===== src/lac_pkg.sv =====
// constants shared by the latch/acknowledge and access control block
// assumes a single 50 MHz clock and a classic wishbone register port
package lac_pkg;
  // clock and time base
  localparam int CLK_PERIOD_NS = 20;
  localparam int MS_NS = 1000000;
  localparam int MS_CYCLES = MS_NS / CLK_PERIOD_NS;
  localparam int MS_PER_SEC = 1000;
  // inactivity timeout limits and reset value, seconds; off-delay reset value, ms
  localparam logic [11:0] TMO_MIN_S = 12'd20;
  localparam logic [11:0] TMO_MAX_S = 12'd3600;
  localparam logic [11:0] TMO_RST_S = 12'd600;
  localparam logic [15:0] OFFDLY_RST_MS = 16'h0000;
  // register byte offsets
  localparam logic [7:0] OFS_CTRL = 8'h00;
  localparam logic [7:0] OFS_TMO = 8'h04;
  localparam logic [7:0] OFS_OFFDLY = 8'h08;
  localparam logic [7:0] OFS_CMD = 8'h0c;
  localparam logic [7:0] OFS_STATUS = 8'h10;
  localparam logic [7:0] OFS_LEVELS = 8'h14;
  // ctrl fields
  localparam int CTRL_REM_BIT = 0;
  localparam int CTRL_OPT_LSB = 1;
  localparam int CTRL_LEN_LSB = 4;
  localparam int CTRL_AUTO_LSB = 21;
  localparam logic [31:0] CTRL_RST = 32'h001ffff1;
  localparam logic [31:0] CTRL_WMASK = 32'h1ffffff7;
  // collective command bits
  localparam int CMD_LED = 0;
  localparam int CMD_BO = 1;
  localparam int CMD_SCADA = 2;
  localparam int CMD_TRIP = 3;
  localparam int CMD_ALL = 4;
  // latched objects: leds, binary outputs, scada signals, trip command
  localparam int NUM_OBJ = 17;
  localparam int NUM_LED = 8;
  localparam int BO_LSB = 8;
  localparam int SCADA_LSB = 12;
  localparam int TRIP_BIT = 16;
  localparam logic [16:0] MASK_LED = 17'h000ff;
  localparam logic [16:0] MASK_BO = 17'h00f00;
  localparam logic [16:0] MASK_SCADA = 17'h0f000;
  localparam logic [16:0] MASK_TRIP = 17'h10000;
  // access sources: 0 is the panel, 1..4 remote sessions
  localparam int NUM_SRC = 5;
  typedef enum logic [2:0] {
    LV_RO, LV_P1, LV_P2, LV_C1, LV_C2, LV_S3
  } lac_level_t;
  // reset dialog options
  typedef enum logic [1:0] {
    OPT_BOTH, OPT_FACTORY, OPT_OFF
  } lac_opt_t;
endpackage


===== src/lac_access_ack.sv =====
// access levels, cold start reset dialog and latch acknowledge control
// assumes synchronous inputs, panel key inputs already debounced
`timescale 1ns/1ns

// Overview of operation
// - unlocked area permits its own and all lower area actions without password
// - panel unlock grants panel operations only; sessions unlock separately
// - no panel key for timeout returns panel to read-only, discards edits
// - inactivity timeout configurable from 20 to 3600 seconds
// - a session unlock applies to that session only
// - clear key held at cold start opens reset dialog, panel only
// - factory reset restores parameters, clears records and counters, restarts
// - password reset restores default passwords
// - reset option: both, factory only, or dialog disabled
// - leds, outputs, scada signals and trip command latch until acknowledged
// - individual signal rising clears its own object latch
// - group signal rising clears the whole group latches
// - new protection alarm clears auto-ack leds only
// - collective commands each clear one set of latches, the all command every set
// - clear key press clears all latch groups at once
// - latch clears only when its setting signal is inactive
// - remote enable off leaves only manual panel acknowledge working
// - latched output releases only after its off-delay elapsed
module lac_access_ack #(
  parameter int MS_CYCLES = lac_pkg::MS_CYCLES
) (
  // clock and reset
  input wire logic mclk,
  input wire logic resetn,
  // wishbone slave
  input wire logic wb_cyc_i,
  input wire logic wb_stb_i,
  input wire logic wb_we_i,
  input wire logic [7:0] wb_adr_i,
  input wire logic [3:0] wb_sel_i,
  input wire logic [31:0] wb_dat_i,
  output logic [31:0] wb_dat_o,
  output logic wb_ack_o,
  // panel
  input wire logic key_press,
  input wire logic clear_key,
  input wire logic edit_dirty,
  input wire logic cold_start,
  input wire logic dlg_factory_yes,
  input wire logic dlg_pw_yes,
  input wire logic dlg_exit,
  output logic dialog_active,
  output logic factory_defaults,
  output logic records_clear,
  output logic counters_clear,
  output logic restart_req,
  output logic pw_default,
  output logic edit_discard,
  output logic lock_open,
  // access requests
  input wire logic unlock_req,
  input wire logic lock_req,
  input wire logic [2:0] unlock_src,
  input wire logic [2:0] unlock_area,
  input wire logic [2:0] perm_src,
  input wire logic [2:0] perm_area,
  output logic perm_grant,
  // latched objects
  input wire logic [16:0] obj_src,
  input wire logic [16:0] ack_ind,
  input wire logic [2:0] ack_grp,
  input wire logic prot_alarm,
  output logic [16:0] obj_out
);
  typedef enum {DS_IDLE, DS_DIALOG, DS_DONE} lac_dlg_t;

  // strands p1<p2<s3 and c1<c2<s3; read-only needs nothing
  function automatic logic permits(input logic [2:0] have, input logic [2:0] need);
    permits = (need == lac_pkg::LV_RO) || (have == lac_pkg::LV_S3) || (have == need)
      || (have == lac_pkg::LV_P2 && need == lac_pkg::LV_P1)
      || (have == lac_pkg::LV_C2 && need == lac_pkg::LV_C1);
  endfunction

  // merge write data under byte enables
  function automatic logic [31:0] merge(input logic [31:0] old, input logic [31:0] wd,
                                        input logic [3:0] sel);
    merge = old;
    for (int b = 0; b < 4; b++) begin
      if (sel[b]) merge[b*8 +: 8] = wd[b*8 +: 8];
    end
  endfunction

  logic [31:0] ctrl_reg, ctrl_next;
  logic [11:0] tmo_reg, tmo_next;
  logic [15:0] offdly_reg, offdly_next;
  logic [4:0] cmd_next, cmd_reg;
  logic ack_reg, ack_next;
  logic [31:0] rdat_reg, rdat_next;
  logic [31:0] wval;
  logic wr_en;
  logic [$clog2(MS_CYCLES)-1:0] ms_cnt_reg, ms_cnt_next;
  logic [9:0] sec_div_reg, sec_div_next;
  logic [11:0] idle_reg, idle_next;
  logic ms_tick, sec_tick, panel_busy, timeout_hit;
  logic [2:0] lvl_reg [lac_pkg::NUM_SRC];
  logic [2:0] lvl_next [lac_pkg::NUM_SRC];
  logic lock_next;
  lac_dlg_t dlg_reg, dlg_next;
  logic [5:0] dpulse_next;
  logic [16:0] ind_prev, ack_vec, remote_vec, manual_vec, grp_vec, cmd_vec;
  logic [2:0] grp_prev;
  logic alarm_prev, clear_prev, remote_en;
  logic [1:0] opt;

  assign remote_en = ctrl_reg[lac_pkg::CTRL_REM_BIT];
  assign opt = ctrl_reg[lac_pkg::CTRL_OPT_LSB +: 2];
  assign wr_en = wb_cyc_i && wb_stb_i && wb_we_i && !ack_reg;

  // bus slave: one wait cycle, unmapped reads zero, writes ignored
  always_comb begin
    ack_next = wb_cyc_i && wb_stb_i && !ack_reg;
    rdat_next = rdat_reg;
    ctrl_next = ctrl_reg;
    tmo_next = tmo_reg;
    offdly_next = offdly_reg;
    cmd_next = 5'h00;
    wval = 32'h00000000;
    if (ack_next && !wb_we_i) begin
      case (wb_adr_i)
        lac_pkg::OFS_CTRL: rdat_next = ctrl_reg;
        lac_pkg::OFS_TMO: rdat_next = {20'h00000, tmo_reg};
        lac_pkg::OFS_OFFDLY: rdat_next = {16'h0000, offdly_reg};
        lac_pkg::OFS_STATUS: rdat_next = {13'h0000, dialog_active, lock_open, obj_out};
        lac_pkg::OFS_LEVELS: rdat_next = {17'h00000, lvl_reg[4], lvl_reg[3], lvl_reg[2],
                                          lvl_reg[1], lvl_reg[0]};
        default: rdat_next = 32'h00000000;
      endcase
    end
    if (wr_en) begin
      case (wb_adr_i)
        lac_pkg::OFS_CTRL: ctrl_next = merge(ctrl_reg, wb_dat_i, wb_sel_i)
                                       & lac_pkg::CTRL_WMASK;
        lac_pkg::OFS_TMO: begin
          wval = merge({20'h00000, tmo_reg}, wb_dat_i, wb_sel_i);
          // out-of-range values are clamped rather than refused
          if (wval < {20'h00000, lac_pkg::TMO_MIN_S}) tmo_next = lac_pkg::TMO_MIN_S;
          else if (wval > {20'h00000, lac_pkg::TMO_MAX_S}) tmo_next = lac_pkg::TMO_MAX_S;
          else tmo_next = wval[11:0];
        end
        lac_pkg::OFS_OFFDLY: begin
          wval = merge({16'h0000, offdly_reg}, wb_dat_i, wb_sel_i);
          offdly_next = wval[15:0]; // upper half has no storage
        end
        lac_pkg::OFS_CMD: cmd_next = wb_dat_i[4:0];
        default: cmd_next = 5'h00;
      endcase
    end
    // factory defaults restore every setting
    if (dpulse_next[0]) begin
      ctrl_next = lac_pkg::CTRL_RST;
      tmo_next = lac_pkg::TMO_RST_S;
      offdly_next = lac_pkg::OFFDLY_RST_MS;
    end
  end

  // time base and panel inactivity counter
  always_comb begin
    ms_tick = (ms_cnt_reg == $bits(ms_cnt_reg)'(MS_CYCLES - 1));
    ms_cnt_next = ms_tick ? '0 : ms_cnt_reg + 1'b1;
    sec_tick = ms_tick && (sec_div_reg == 10'(lac_pkg::MS_PER_SEC - 1));
    sec_div_next = sec_tick ? 10'h000 : (ms_tick ? sec_div_reg + 10'h001 : sec_div_reg);
    panel_busy = (lvl_reg[0] != lac_pkg::LV_RO) || edit_dirty;
    timeout_hit = panel_busy && !key_press && (idle_reg >= tmo_reg);
    if (key_press || !panel_busy || timeout_hit) idle_next = 12'h000;
    else if (sec_tick) idle_next = idle_reg + 12'h001;
    else idle_next = idle_reg;
  end

  // per-source access levels, each source separate
  always_comb begin
    for (int s = 0; s < lac_pkg::NUM_SRC; s++) begin
      lvl_next[s] = lvl_reg[s];
      if (unlock_req && unlock_src == 3'(s)) lvl_next[s] = unlock_area;
      if (lock_req && unlock_src == 3'(s)) lvl_next[s] = lac_pkg::LV_RO;
    end
    if (timeout_hit) lvl_next[0] = lac_pkg::LV_RO;
    lock_next = 1'b0;
    for (int s = 0; s < lac_pkg::NUM_SRC; s++) begin
      if (lvl_next[s] != lac_pkg::LV_RO) lock_next = 1'b1;
    end
    // a level covers its own area and those below it
    perm_grant = (perm_src < 3'(lac_pkg::NUM_SRC)) && permits(lvl_reg[perm_src], perm_area);
  end

  // reset dialog, reachable only from the panel clear key
  always_comb begin
    dlg_next = dlg_reg;
    dpulse_next = 6'h00;
    case (dlg_reg)
      DS_IDLE: begin
        if (cold_start && clear_key && opt != lac_pkg::OPT_OFF) dlg_next = DS_DIALOG;
        else if (cold_start) dlg_next = DS_DONE;
      end
      DS_DIALOG: begin
        if (dlg_factory_yes) begin
          dpulse_next = 6'h0f;
          dlg_next = DS_DONE;
        end else if (dlg_pw_yes && opt == lac_pkg::OPT_BOTH) begin
          dpulse_next = 6'h10;
          dlg_next = DS_DONE;
        end else if (dlg_exit) begin
          dlg_next = DS_DONE;
        end
      end
      DS_DONE: dlg_next = DS_DONE;
      default: dlg_next = DS_IDLE;
    endcase
    dpulse_next[5] = timeout_hit; // discard unsaved edits
  end

  // acknowledge sources; remote ones gated by remote enable
  always_comb begin
    cmd_vec = '0;
    if (cmd_reg[lac_pkg::CMD_LED]) cmd_vec = cmd_vec | lac_pkg::MASK_LED;
    if (cmd_reg[lac_pkg::CMD_BO]) cmd_vec = cmd_vec | lac_pkg::MASK_BO;
    if (cmd_reg[lac_pkg::CMD_SCADA]) cmd_vec = cmd_vec | lac_pkg::MASK_SCADA;
    if (cmd_reg[lac_pkg::CMD_TRIP]) cmd_vec = cmd_vec | lac_pkg::MASK_TRIP;
    if (cmd_reg[lac_pkg::CMD_ALL]) cmd_vec = '1;
    grp_vec = '0;
    if (ack_grp[0] && !grp_prev[0]) grp_vec = grp_vec | lac_pkg::MASK_LED;
    if (ack_grp[1] && !grp_prev[1]) grp_vec = grp_vec | lac_pkg::MASK_BO;
    if (ack_grp[2] && !grp_prev[2]) grp_vec = grp_vec | lac_pkg::MASK_SCADA;
    remote_vec = (ack_ind & ~ind_prev) | grp_vec | cmd_vec;
    if (prot_alarm && !alarm_prev) begin // leds only, never outputs or trip
      remote_vec[lac_pkg::NUM_LED-1:0] = remote_vec[lac_pkg::NUM_LED-1:0]
        | ctrl_reg[lac_pkg::CTRL_AUTO_LSB +: lac_pkg::NUM_LED];
    end
    // clear key is blocked while edits are pending or the reset dialog is open
    manual_vec = (clear_key && !clear_prev && !edit_dirty && dlg_reg != DS_DIALOG)
      ? '1 : '0;
    ack_vec = manual_vec | (remote_en ? remote_vec : '0);
  end

  // latch cells; only binary outputs use the off-delay
  for (genvar i = 0; i < lac_pkg::NUM_OBJ; i++) begin : g_obj
    lac_latch_cell u_cell (
      .mclk(mclk),
      .resetn(resetn),
      .src(obj_src[i]),
      .latch_en(ctrl_reg[lac_pkg::CTRL_LEN_LSB + i]),
      .ack(ack_vec[i]),
      .ms_tick(ms_tick),
      .use_dly(i >= lac_pkg::BO_LSB && i < lac_pkg::SCADA_LSB),
      .off_dly(offdly_reg),
      .out_q(obj_out[i])
    );
  end

  // registers
  always_ff @(posedge mclk or negedge resetn) begin
    if (!resetn) begin
      ctrl_reg <= lac_pkg::CTRL_RST;
      tmo_reg <= lac_pkg::TMO_RST_S;
      offdly_reg <= lac_pkg::OFFDLY_RST_MS;
      cmd_reg <= 5'h00;
      ack_reg <= 1'b0;
      rdat_reg <= 32'h00000000;
      ms_cnt_reg <= '0;
      sec_div_reg <= 10'h000;
      idle_reg <= 12'h000;
      for (int s = 0; s < lac_pkg::NUM_SRC; s++) lvl_reg[s] <= lac_pkg::LV_RO;
      lock_open <= 1'b0;
      dlg_reg <= DS_IDLE;
      {edit_discard, pw_default, restart_req, counters_clear, records_clear,
       factory_defaults} <= 6'h00;
      ind_prev <= '0;
      grp_prev <= 3'h0;
      alarm_prev <= 1'b0;
      clear_prev <= 1'b0;
    end else begin
      ctrl_reg <= ctrl_next;
      tmo_reg <= tmo_next;
      offdly_reg <= offdly_next;
      cmd_reg <= cmd_next;
      ack_reg <= ack_next;
      rdat_reg <= rdat_next;
      ms_cnt_reg <= ms_cnt_next;
      sec_div_reg <= sec_div_next;
      idle_reg <= idle_next;
      for (int s = 0; s < lac_pkg::NUM_SRC; s++) lvl_reg[s] <= lvl_next[s];
      lock_open <= lock_next;
      dlg_reg <= dlg_next;
      {edit_discard, pw_default, restart_req, counters_clear, records_clear,
       factory_defaults} <= dpulse_next;
      ind_prev <= ack_ind;
      grp_prev <= ack_grp;
      alarm_prev <= prot_alarm;
      clear_prev <= clear_key;
    end
  end

  assign wb_ack_o = ack_reg;
  assign wb_dat_o = rdat_reg;
  assign dialog_active = (dlg_reg == DS_DIALOG);
endmodule // lac_access_ack


===== src/lac_latch_cell.sv =====
// one latched object with acknowledge and optional off-delay
// assumes ack is already gated and ms_tick is a one-cycle enable
`timescale 1ns/1ns
module lac_latch_cell (
  // clock and reset
  input wire logic mclk,
  input wire logic resetn,
  // object control
  input wire logic src,
  input wire logic latch_en,
  input wire logic ack,
  input wire logic ms_tick,
  input wire logic use_dly,
  input wire logic [15:0] off_dly,
  // object state
  output logic out_q
);
  logic latch_reg, latch_next;
  logic [15:0] dly_reg, dly_next;
  logic out_next;
  logic level;

  // latch and off-delay next state
  always_comb begin
    latch_next = latch_reg;
    dly_next = dly_reg;
    level = src | latch_reg;
    if (src && latch_en) begin
      latch_next = 1'b1;
    end else if (ack || !latch_en) begin
      latch_next = 1'b0; // acknowledged with source gone, or latching disabled here
    end
    // an ack while src is high is simply dropped, never queued
    if (level) begin
      dly_next = off_dly;
    end else if (dly_reg != 16'h0000 && ms_tick) begin
      dly_next = dly_reg - 16'h0001;
    end
    out_next = level | (use_dly && dly_reg != 16'h0000);
  end

  // registers
  always_ff @(posedge mclk or negedge resetn) begin
    if (!resetn) begin
      latch_reg <= 1'b0;
      dly_reg <= 16'h0000;
      out_q <= 1'b0;
    end else begin
      latch_reg <= latch_next;
      dly_reg <= dly_next;
      out_q <= out_next;
    end
  end
endmodule // lac_latch_cell


===== config.mk =====
export PLATFORM = sky130hd
export DESIGN_NAME = lac_access_ack
export DESIGN_NICKNAME = d
export VERILOG_FILES = /design/src/lac_pkg.sv /design/src/lac_access_ack.sv /design/src/lac_latch_cell.sv
export SDC_FILE = /design/constraint.sdc
export NUM_CORES = 1
export LEC_CHECK = 0
export BUFFER_PORTS_ARGS = -buffer_cell sky130_fd_sc_hd__buf_2
export CAP_MARGIN = 40
export CORE_ASPECT_RATIO = 1.1
export CORE_MARGIN = 2
export CORE_UTILIZATION = 59
export CTS_CLUSTER_DIAMETER = 60
export DETAILED_ROUTE_END_ITERATION = 10
export GPL_TIMING_DRIVEN = 0
export PLACE_DENSITY_LB_ADDON = 0.05
export SLEW_MARGIN = 20
export SYNTH_ARGS = -nofsm -noshare
export SYNTH_HDL_FRONTEND = slang
export SYNTH_SLANG_ARGS = --single-unit

===== constraint.sdc =====
create_clock -name mclk -period 7.19 [get_ports mclk]
set_clock_uncertainty 0.05 [all_clocks]
set_input_delay 1.438 -clock mclk [delete_from_list [all_inputs] [get_ports mclk]]
set_output_delay 1.438 -clock mclk [all_outputs]
set_load 0.03 [all_outputs]

=== Word-level counts from Yosys, hierarchy flattened ===
Cells that the tools add are included.

* Add/sub/neg operators: 7
* Reductions and logical operators: 158
* Bitwise operators: 28
* Mux-type cells: 117
* Eq/ne operators: 24
* Order comparisons: 5

{| class="wikitable"
|+ Operators with widths
! kind !! count
|-
| 2-to-1 mux 32 bit || 8
|-
| 2-to-1 mux 16 bit || 14
|-
| case mux 32 bit (5 select lines) || 1
|-
| 2-to-1 mux 8 bit || 19
|-
| 2-to-1 mux 12 bit || 9
|-
| case mux 32 bit (3 select lines) || 1
|-
| 2-to-1 mux 17 bit || 4
|-
| == test 32 x 2 -> 1 bit (second input constant) || 2
|-
| nonzero test 16 bit || 4
|-
| subtractor 16 x 1 -> 16 bit (second input constant) || 4
|-
| nonzero test 2 bit || 31
|-
| logical AND 1 bit || 52
|-
| OR 17 bit || 3
|-
| 2-to-1 mux 1 bit || 39
|-
| 2-to-1 mux 3 bit || 13
|-
| == test 32 x 1 -> 1 bit (second input constant) || 1
|-
| greater-than comparator 32 x 12 -> 1 bit (second input constant) || 1
|-
| logical NOT 32 bit || 1
|-
| less-than comparator 32 x 5 -> 1 bit (second input constant) || 1
|-
| != test 32 x 2 -> 1 bit (second input constant) || 1
|-
| 2-to-1 mux 5 bit || 6
|-
| logical NOT 1 bit || 27
|-
| logical OR 1 bit || 24
|-
| OR 1 bit || 21
|-
| 30 further kinds || 52
|}

* Output and inout bits: 59
* Input bits: 108
* Bits in registers: 310

=== Logic depth before layout (Yosys ltp) ===
* Depth in word-level cells: 14
* Mapped depth: 10

=== Cells and area by module ===
From an unflattened synthesis, not the netlist that was laid out.

* Cell total of the unflattened synthesis: 3034
* Area total of the unflattened synthesis: 27795.4 um^2

{| class="wikitable"
|+ Modules (own cells, without submodules)
! module !! cells each !! times used !! area each (um^2)
|-
| lac_latch_cell at g_obj[0].u_cell ... || 123 || 13 || 1112.3
|-
| lac_access_ack || 939 || 1 || 8906.0
|-
| lac_latch_cell at g_obj[6].u_cell ... || 124 || 4 || 1107.3
|}

=== Worst setup path before layout ===
OpenSTA, ideal clock, no wires.

* Path type: input -> output
* Start point: input port perm_src[0]
* End point: output port perm_grant
* Required time: 5.702 ns
* Arrival: 3.385 ns
* Stages on the path: 8
* Setup slack: 2.317 ns
* Buffers on the path: 1
* Path through: buf_2 > mux4_2 > inv_1 > o21ai_0 > or3_1 > a21oi_1 > o31ai_1 > a21oi_1

* Cells in the longest elaborated chain, start to end: 10

{| class="wikitable"
|+ RTL lines
! item !! RTL line !! text
|-
| start, declared || lac_access_ack.sv:60 || <nowiki>input wire logic [2:0] perm_src,</nowiki>
|-
| NOT 3 -> 4 bit (implied by the code) || lac_access_ack.sv:187 || <nowiki>perm_grant = (perm_src < 3'(lac_pkg::NUM_SRC)) && permits(lvl_reg[perm_src], perm_area);</nowiki>
|-
| binary-select mux 3 bit (select 3 bit) || lac_access_ack.sv:187 ||
|-
| 2-to-1 mux 3 bit (implied by the code) (2 in series) || lac_access_ack.sv:187 ||
|-
| == test 3 bit || lac_access_ack.sv:74 || <nowiki>permits = (need == lac_pkg::LV_RO) || (have == lac_pkg::LV_S3) || (have == need)</nowiki>
|-
| logical OR 1 bit (2 in series) || lac_access_ack.sv:74 ||
|-
| logical OR 1 bit || lac_access_ack.sv:75 || <nowiki>|| (have == lac_pkg::LV_P2 && need == lac_pkg::LV_P1)</nowiki>
|-
| logical OR 1 bit || lac_access_ack.sv:76 || <nowiki>|| (have == lac_pkg::LV_C2 && need == lac_pkg::LV_C1);</nowiki>
|-
| logical AND 1 bit * || lac_access_ack.sv:187 ||
|-
| end, declared || lac_access_ack.sv:62 || <nowiki>output logic perm_grant,</nowiki>
|}

Mark *: on every way between the ends. The rest lies on a longest branch, timed or not. The select of a mux whose other input is x is not followed.

=== Worst setup path in the final report ===
Ends and elaborated chain as after synthesis.

==> results.txt <==
The most frequent standard cell in the layout excluding fill and tap cells was sky130_fd_sc_hd__dfrtp_1. STA classifies the critical path endpoint as a primary output. The data arrival time of the critical path was 3340 ps; the maximum number of buffers from clock root to sink was 3. The dominant synthesized flop cell was sky130_fd_sc_hd__dfrtp_1. The clock transition at the registers of the reported paths came out at 60 ps. For this design, the sink count on the clock tree is 270. The floorplan step set the die height to 163.2 um.

The number of antenna violations at the first check in global routing is 4, and the pin count of the biggest net entering global routing is 77. In the final layout, the share of cells above drive strength 1 is 18.40%. Registers take 0.006784 mm2. The routed wire length came out at 40140 um. Peak ir drop on the vdd network: 0.0002215 V.

The cts-stage hold buffer count was 0. Critical path start-end classification: input pin to primary output. For the I/O pin count, the log shows 167. The post-synthesis sequential element count was 270. Once detail routing completed, the nets flagged for antenna violations numbered 0. Setup repair after global routing left no endpoint under its margin.

The required time reported for the critical path endpoint came out at 5700 ps. The count of final hold-check violations is 0, and the routability congestion estimate is 0.9041. Along the worst path, the maximum fanout reaches 7. The routed layout has 12.05k vias. The number of rows created at floorplan was 58; the total core area was 0.02271 mm2.

In the routed layout, each cell is associated on average with a via count of 6.096. In this run the critical register-to-register path is captured at idle_reg[9]. The via count of the first global-routing pass was 11.58k. The library cells used most frequently in the layout, excluding fill and tap cells, are sky130_fd_sc_hd__dfrtp_1 (248), sky130_fd_sc_hd__nand2_1 (200), sky130_fd_sc_hd__buf_2 (166).

Layout overhead on the synthesized area: 16.54%. The largest individual stage delay along the critical path comes from the cell sky130_fd_sc_hd__mux4_2. The run finished with clean final reports. The run gives 28 as the number of clock buffers inserted by TritonCTS. Standard cell area after detailed placement: 0.01487 mm2. The filler cells instantiated in the layout total 1841. For this run, the total global-route usage over all layers was measured as 33.28%. After clock tree synthesis, the repair step resized 0 gates. The number of buffers added for setup after CTS is 0. Across all register-to-register paths, the minimum setup slack is 4270 ps. The leakage power figure is 7.209 nW, and the ratio of final minimum period to clock period is 67.16%. The number of nets at the end of the flow came out at 1782. For hold timing, the worst endpoint is g_obj[7].u_cell.out_q.

Summed over all nets, the half-perimeter wirelength after detailed placement is 29200 um. The warning count from the yosys run was 0; the global-route wire length before repair was 62900 um. The most critical setup path has its startpoint at perm_src[0]. The worst setup path is launched from an input pin. Number of DRC markers in iteration 0: 904.

The cell count of the worst reg-to-reg path was 9. Clock tree synthesis selected as its root buffer the cell sky130_fd_sc_hd__clkbuf_16. After detailed routing, the average wire length per cell comes to 20.30 um. The path class of the tightest hold or removal check is flip-flop to flip-flop. In this run the critical register-to-register path is launched from ms_cnt_reg[0]. Across all setup checks in the final design, the least slack found is 2361 ps.

The total overflow left after global routing is 0. The actual transition at the worst max-transition pin was 819.4 ps; the number of port buffers was 160. The number of pins exceeding their max-slew limit in the final report is 0. The total number of H-tree levels was 1. Derived from the worst setup path, the maximum achievable clock frequency is 207.1 MHz. Prior to clock tree synthesis, the placed netlist has a worst setup slack of 2388 ps. For the finished layout, the period the worst path requires is 4829 ps. Counting flops with an async set or reset pin after synthesis yields a share of 100.0%. After synthesis the cells add up to 0.01359 mm2.

The cell count after synthesis came out at 1456. Summing all non-filler instances in the final layout gives an area of 0.01583 mm2. The reported max-cap violation count was 0; the first-pass iteration count of the detailed router was 7.

The floorplan step defined a die boundary enclosing 0.02426 mm2. Count of flip-flops with a built-in enable after synthesis: 0. TritonCTS built the clock tree. After detailed routing, the number of remaining DRC violations is 0. Setup violations remaining at the end of the flow were counted as 0. The critical path goes through buf_2 -> mux4_2 -> inv_1 -> o21ai_0 -> or3_1 -> a21oi_1 -> o31ai_1 -> a21oi_1 -> buf_2. On the worst path, the slowest cell contributes a delay of 510 ps. The tools report the distinct cell type count after synthesis as 77. In the final layout, the multi-input gates occupy 0.006201 mm2. The die width was 148.7 um; the total power per unit cell area was 293.3 mW/mm2. The register area share after synthesis is 49.94%, and the worst slew slack as a fraction of its limit is 45.05%. The run gives 560 ps as the clock network latency to the later pin of the worst-skew pair.

The depth of the worst hold-timing path was 1; the mean post-synth cell area was 9.331 um2. The initial utilization of the core area, before any placement, comes to 59.81%. Start point of the worst min-delay path: g_obj[7].u_cell.latch_reg. The register with the most flip-flops in the layout has 64 of them.
[logic make-up after synthesis]
| group | Yosys count | synth area share [%] |
|---|---|---|
| other | 1 | 0.02760 |
| buffers and inverters | 136 | 4.476 |
| AO/OA/AOI/OAI | 374 | 17.59 |
| adder cells (fa/ha/maj) | 22 | 2.026 |
| flip-flops | 270 | 49.94 |
| XOR/XNOR | 56 | 3.610 |
| AND/OR/NAND/NOR | 583 | 21.20 |
| multiplexers | 14 | 1.133 |
[Yosys cell counts, drive strengths merged (4+ instances only)]
library cell  count  area [um2]
a211oi            7       52.55
a21o             12       90.09
a21oi            96       480.5
a222oi           12       120.1
a22o             22       192.7
a22oi            26       195.2
a31oi            18       118.9
and2             11       68.82
and3              9       56.30
buf              33       221.5
clkbuf           53       198.9
dfrtp           248        6206
dfstp            22       578.1
ha               22       275.3
inv              50       187.7
mux2i            12       120.1
nand2           200       750.7
nand2b            6       37.54
nand3            81       405.4
nand3b            4       30.03
nand4            12       90.09
nand4b            5       50.04
nor2            114       430.4
nor2b            17       106.4
nor3             45       235.2
nor3b             9       72.57
nor4             11       87.59
nor4b             5       62.56
o21a             22       165.2
o21ai           103       519.3
o22a              4       35.03
o22ai            12       75.07
o31ai            12       95.09
or2              20       125.1
or3              14       97.59
or4               9       67.56
xnor2            36       315.3
xor2             20       175.2
[worst max path at each step]
stage             endpoint  slack [ps]
6_report        perm_grant        2360
3_5_place_dp    perm_grant        2390
2_1_floorplan   perm_grant        2320
3_3_place_gp   lvl_reg[12]        -300
5_1_grt         perm_grant        2170
4_1_cts         perm_grant        2380
[report_power, final]
part	internal, W	switching, W
sequential	0.00181	0.000263
clock	0.000881	0.000617
combinational	0.000413	0.000660
total	0.00310	0.00154
[worst max-delay path: cells and delay by family]
kind,cells,cell delay (ps)
buffers and inverters,3,460
AO/OA/AOI/OAI,4,510
multiplexers,1,510
AND/OR/NAND/NOR,1,430
[metrics by stage]
step | util, % | total power (W) | cells | TNS [ps] | hold WS (ps)
floorplan | - | 0.002738 | 1458 | 0 | 386.6
global placement | 65.02 | 0.003097 | 1918 | -66920 | 391.9
detailed placement | 65.45 | 0.003143 | 1922 | 0 | 395.8
CTS | 69.67 | 0.004648 | 1974 | 0 | 406.5
global route | 69.67 | 0.004855 | 1974 | 0 | 405.2
finish | 69.70 | 0.004643 | 1977 | 0 | 408.2
[final cells by class]
type	instances	area share, %
repair buffers	164	5.674
inverters	50	1.185
clock inverters	10	0.7270
flip-flops and latches	270	42.85
well taps	300	2.371
diodes	3	0.04742
multi-input cells	1052	39.17
clock buffers	42	5.326
plain buffers	86	2.655
[routing by layer]
metal | track usage [%] | up-vias | part of all wire [%]
met3 | 6.089 | 116 | 8.4
met5 | 0 | - | 0.035
met1 | 43.36 | 5836 | 39
met2 | 54.36 | 534 | 48
li1 | - | 5564 | -
met4 | 15.58 | 2 | 4.9
Power figures use the tool's default switching activity.
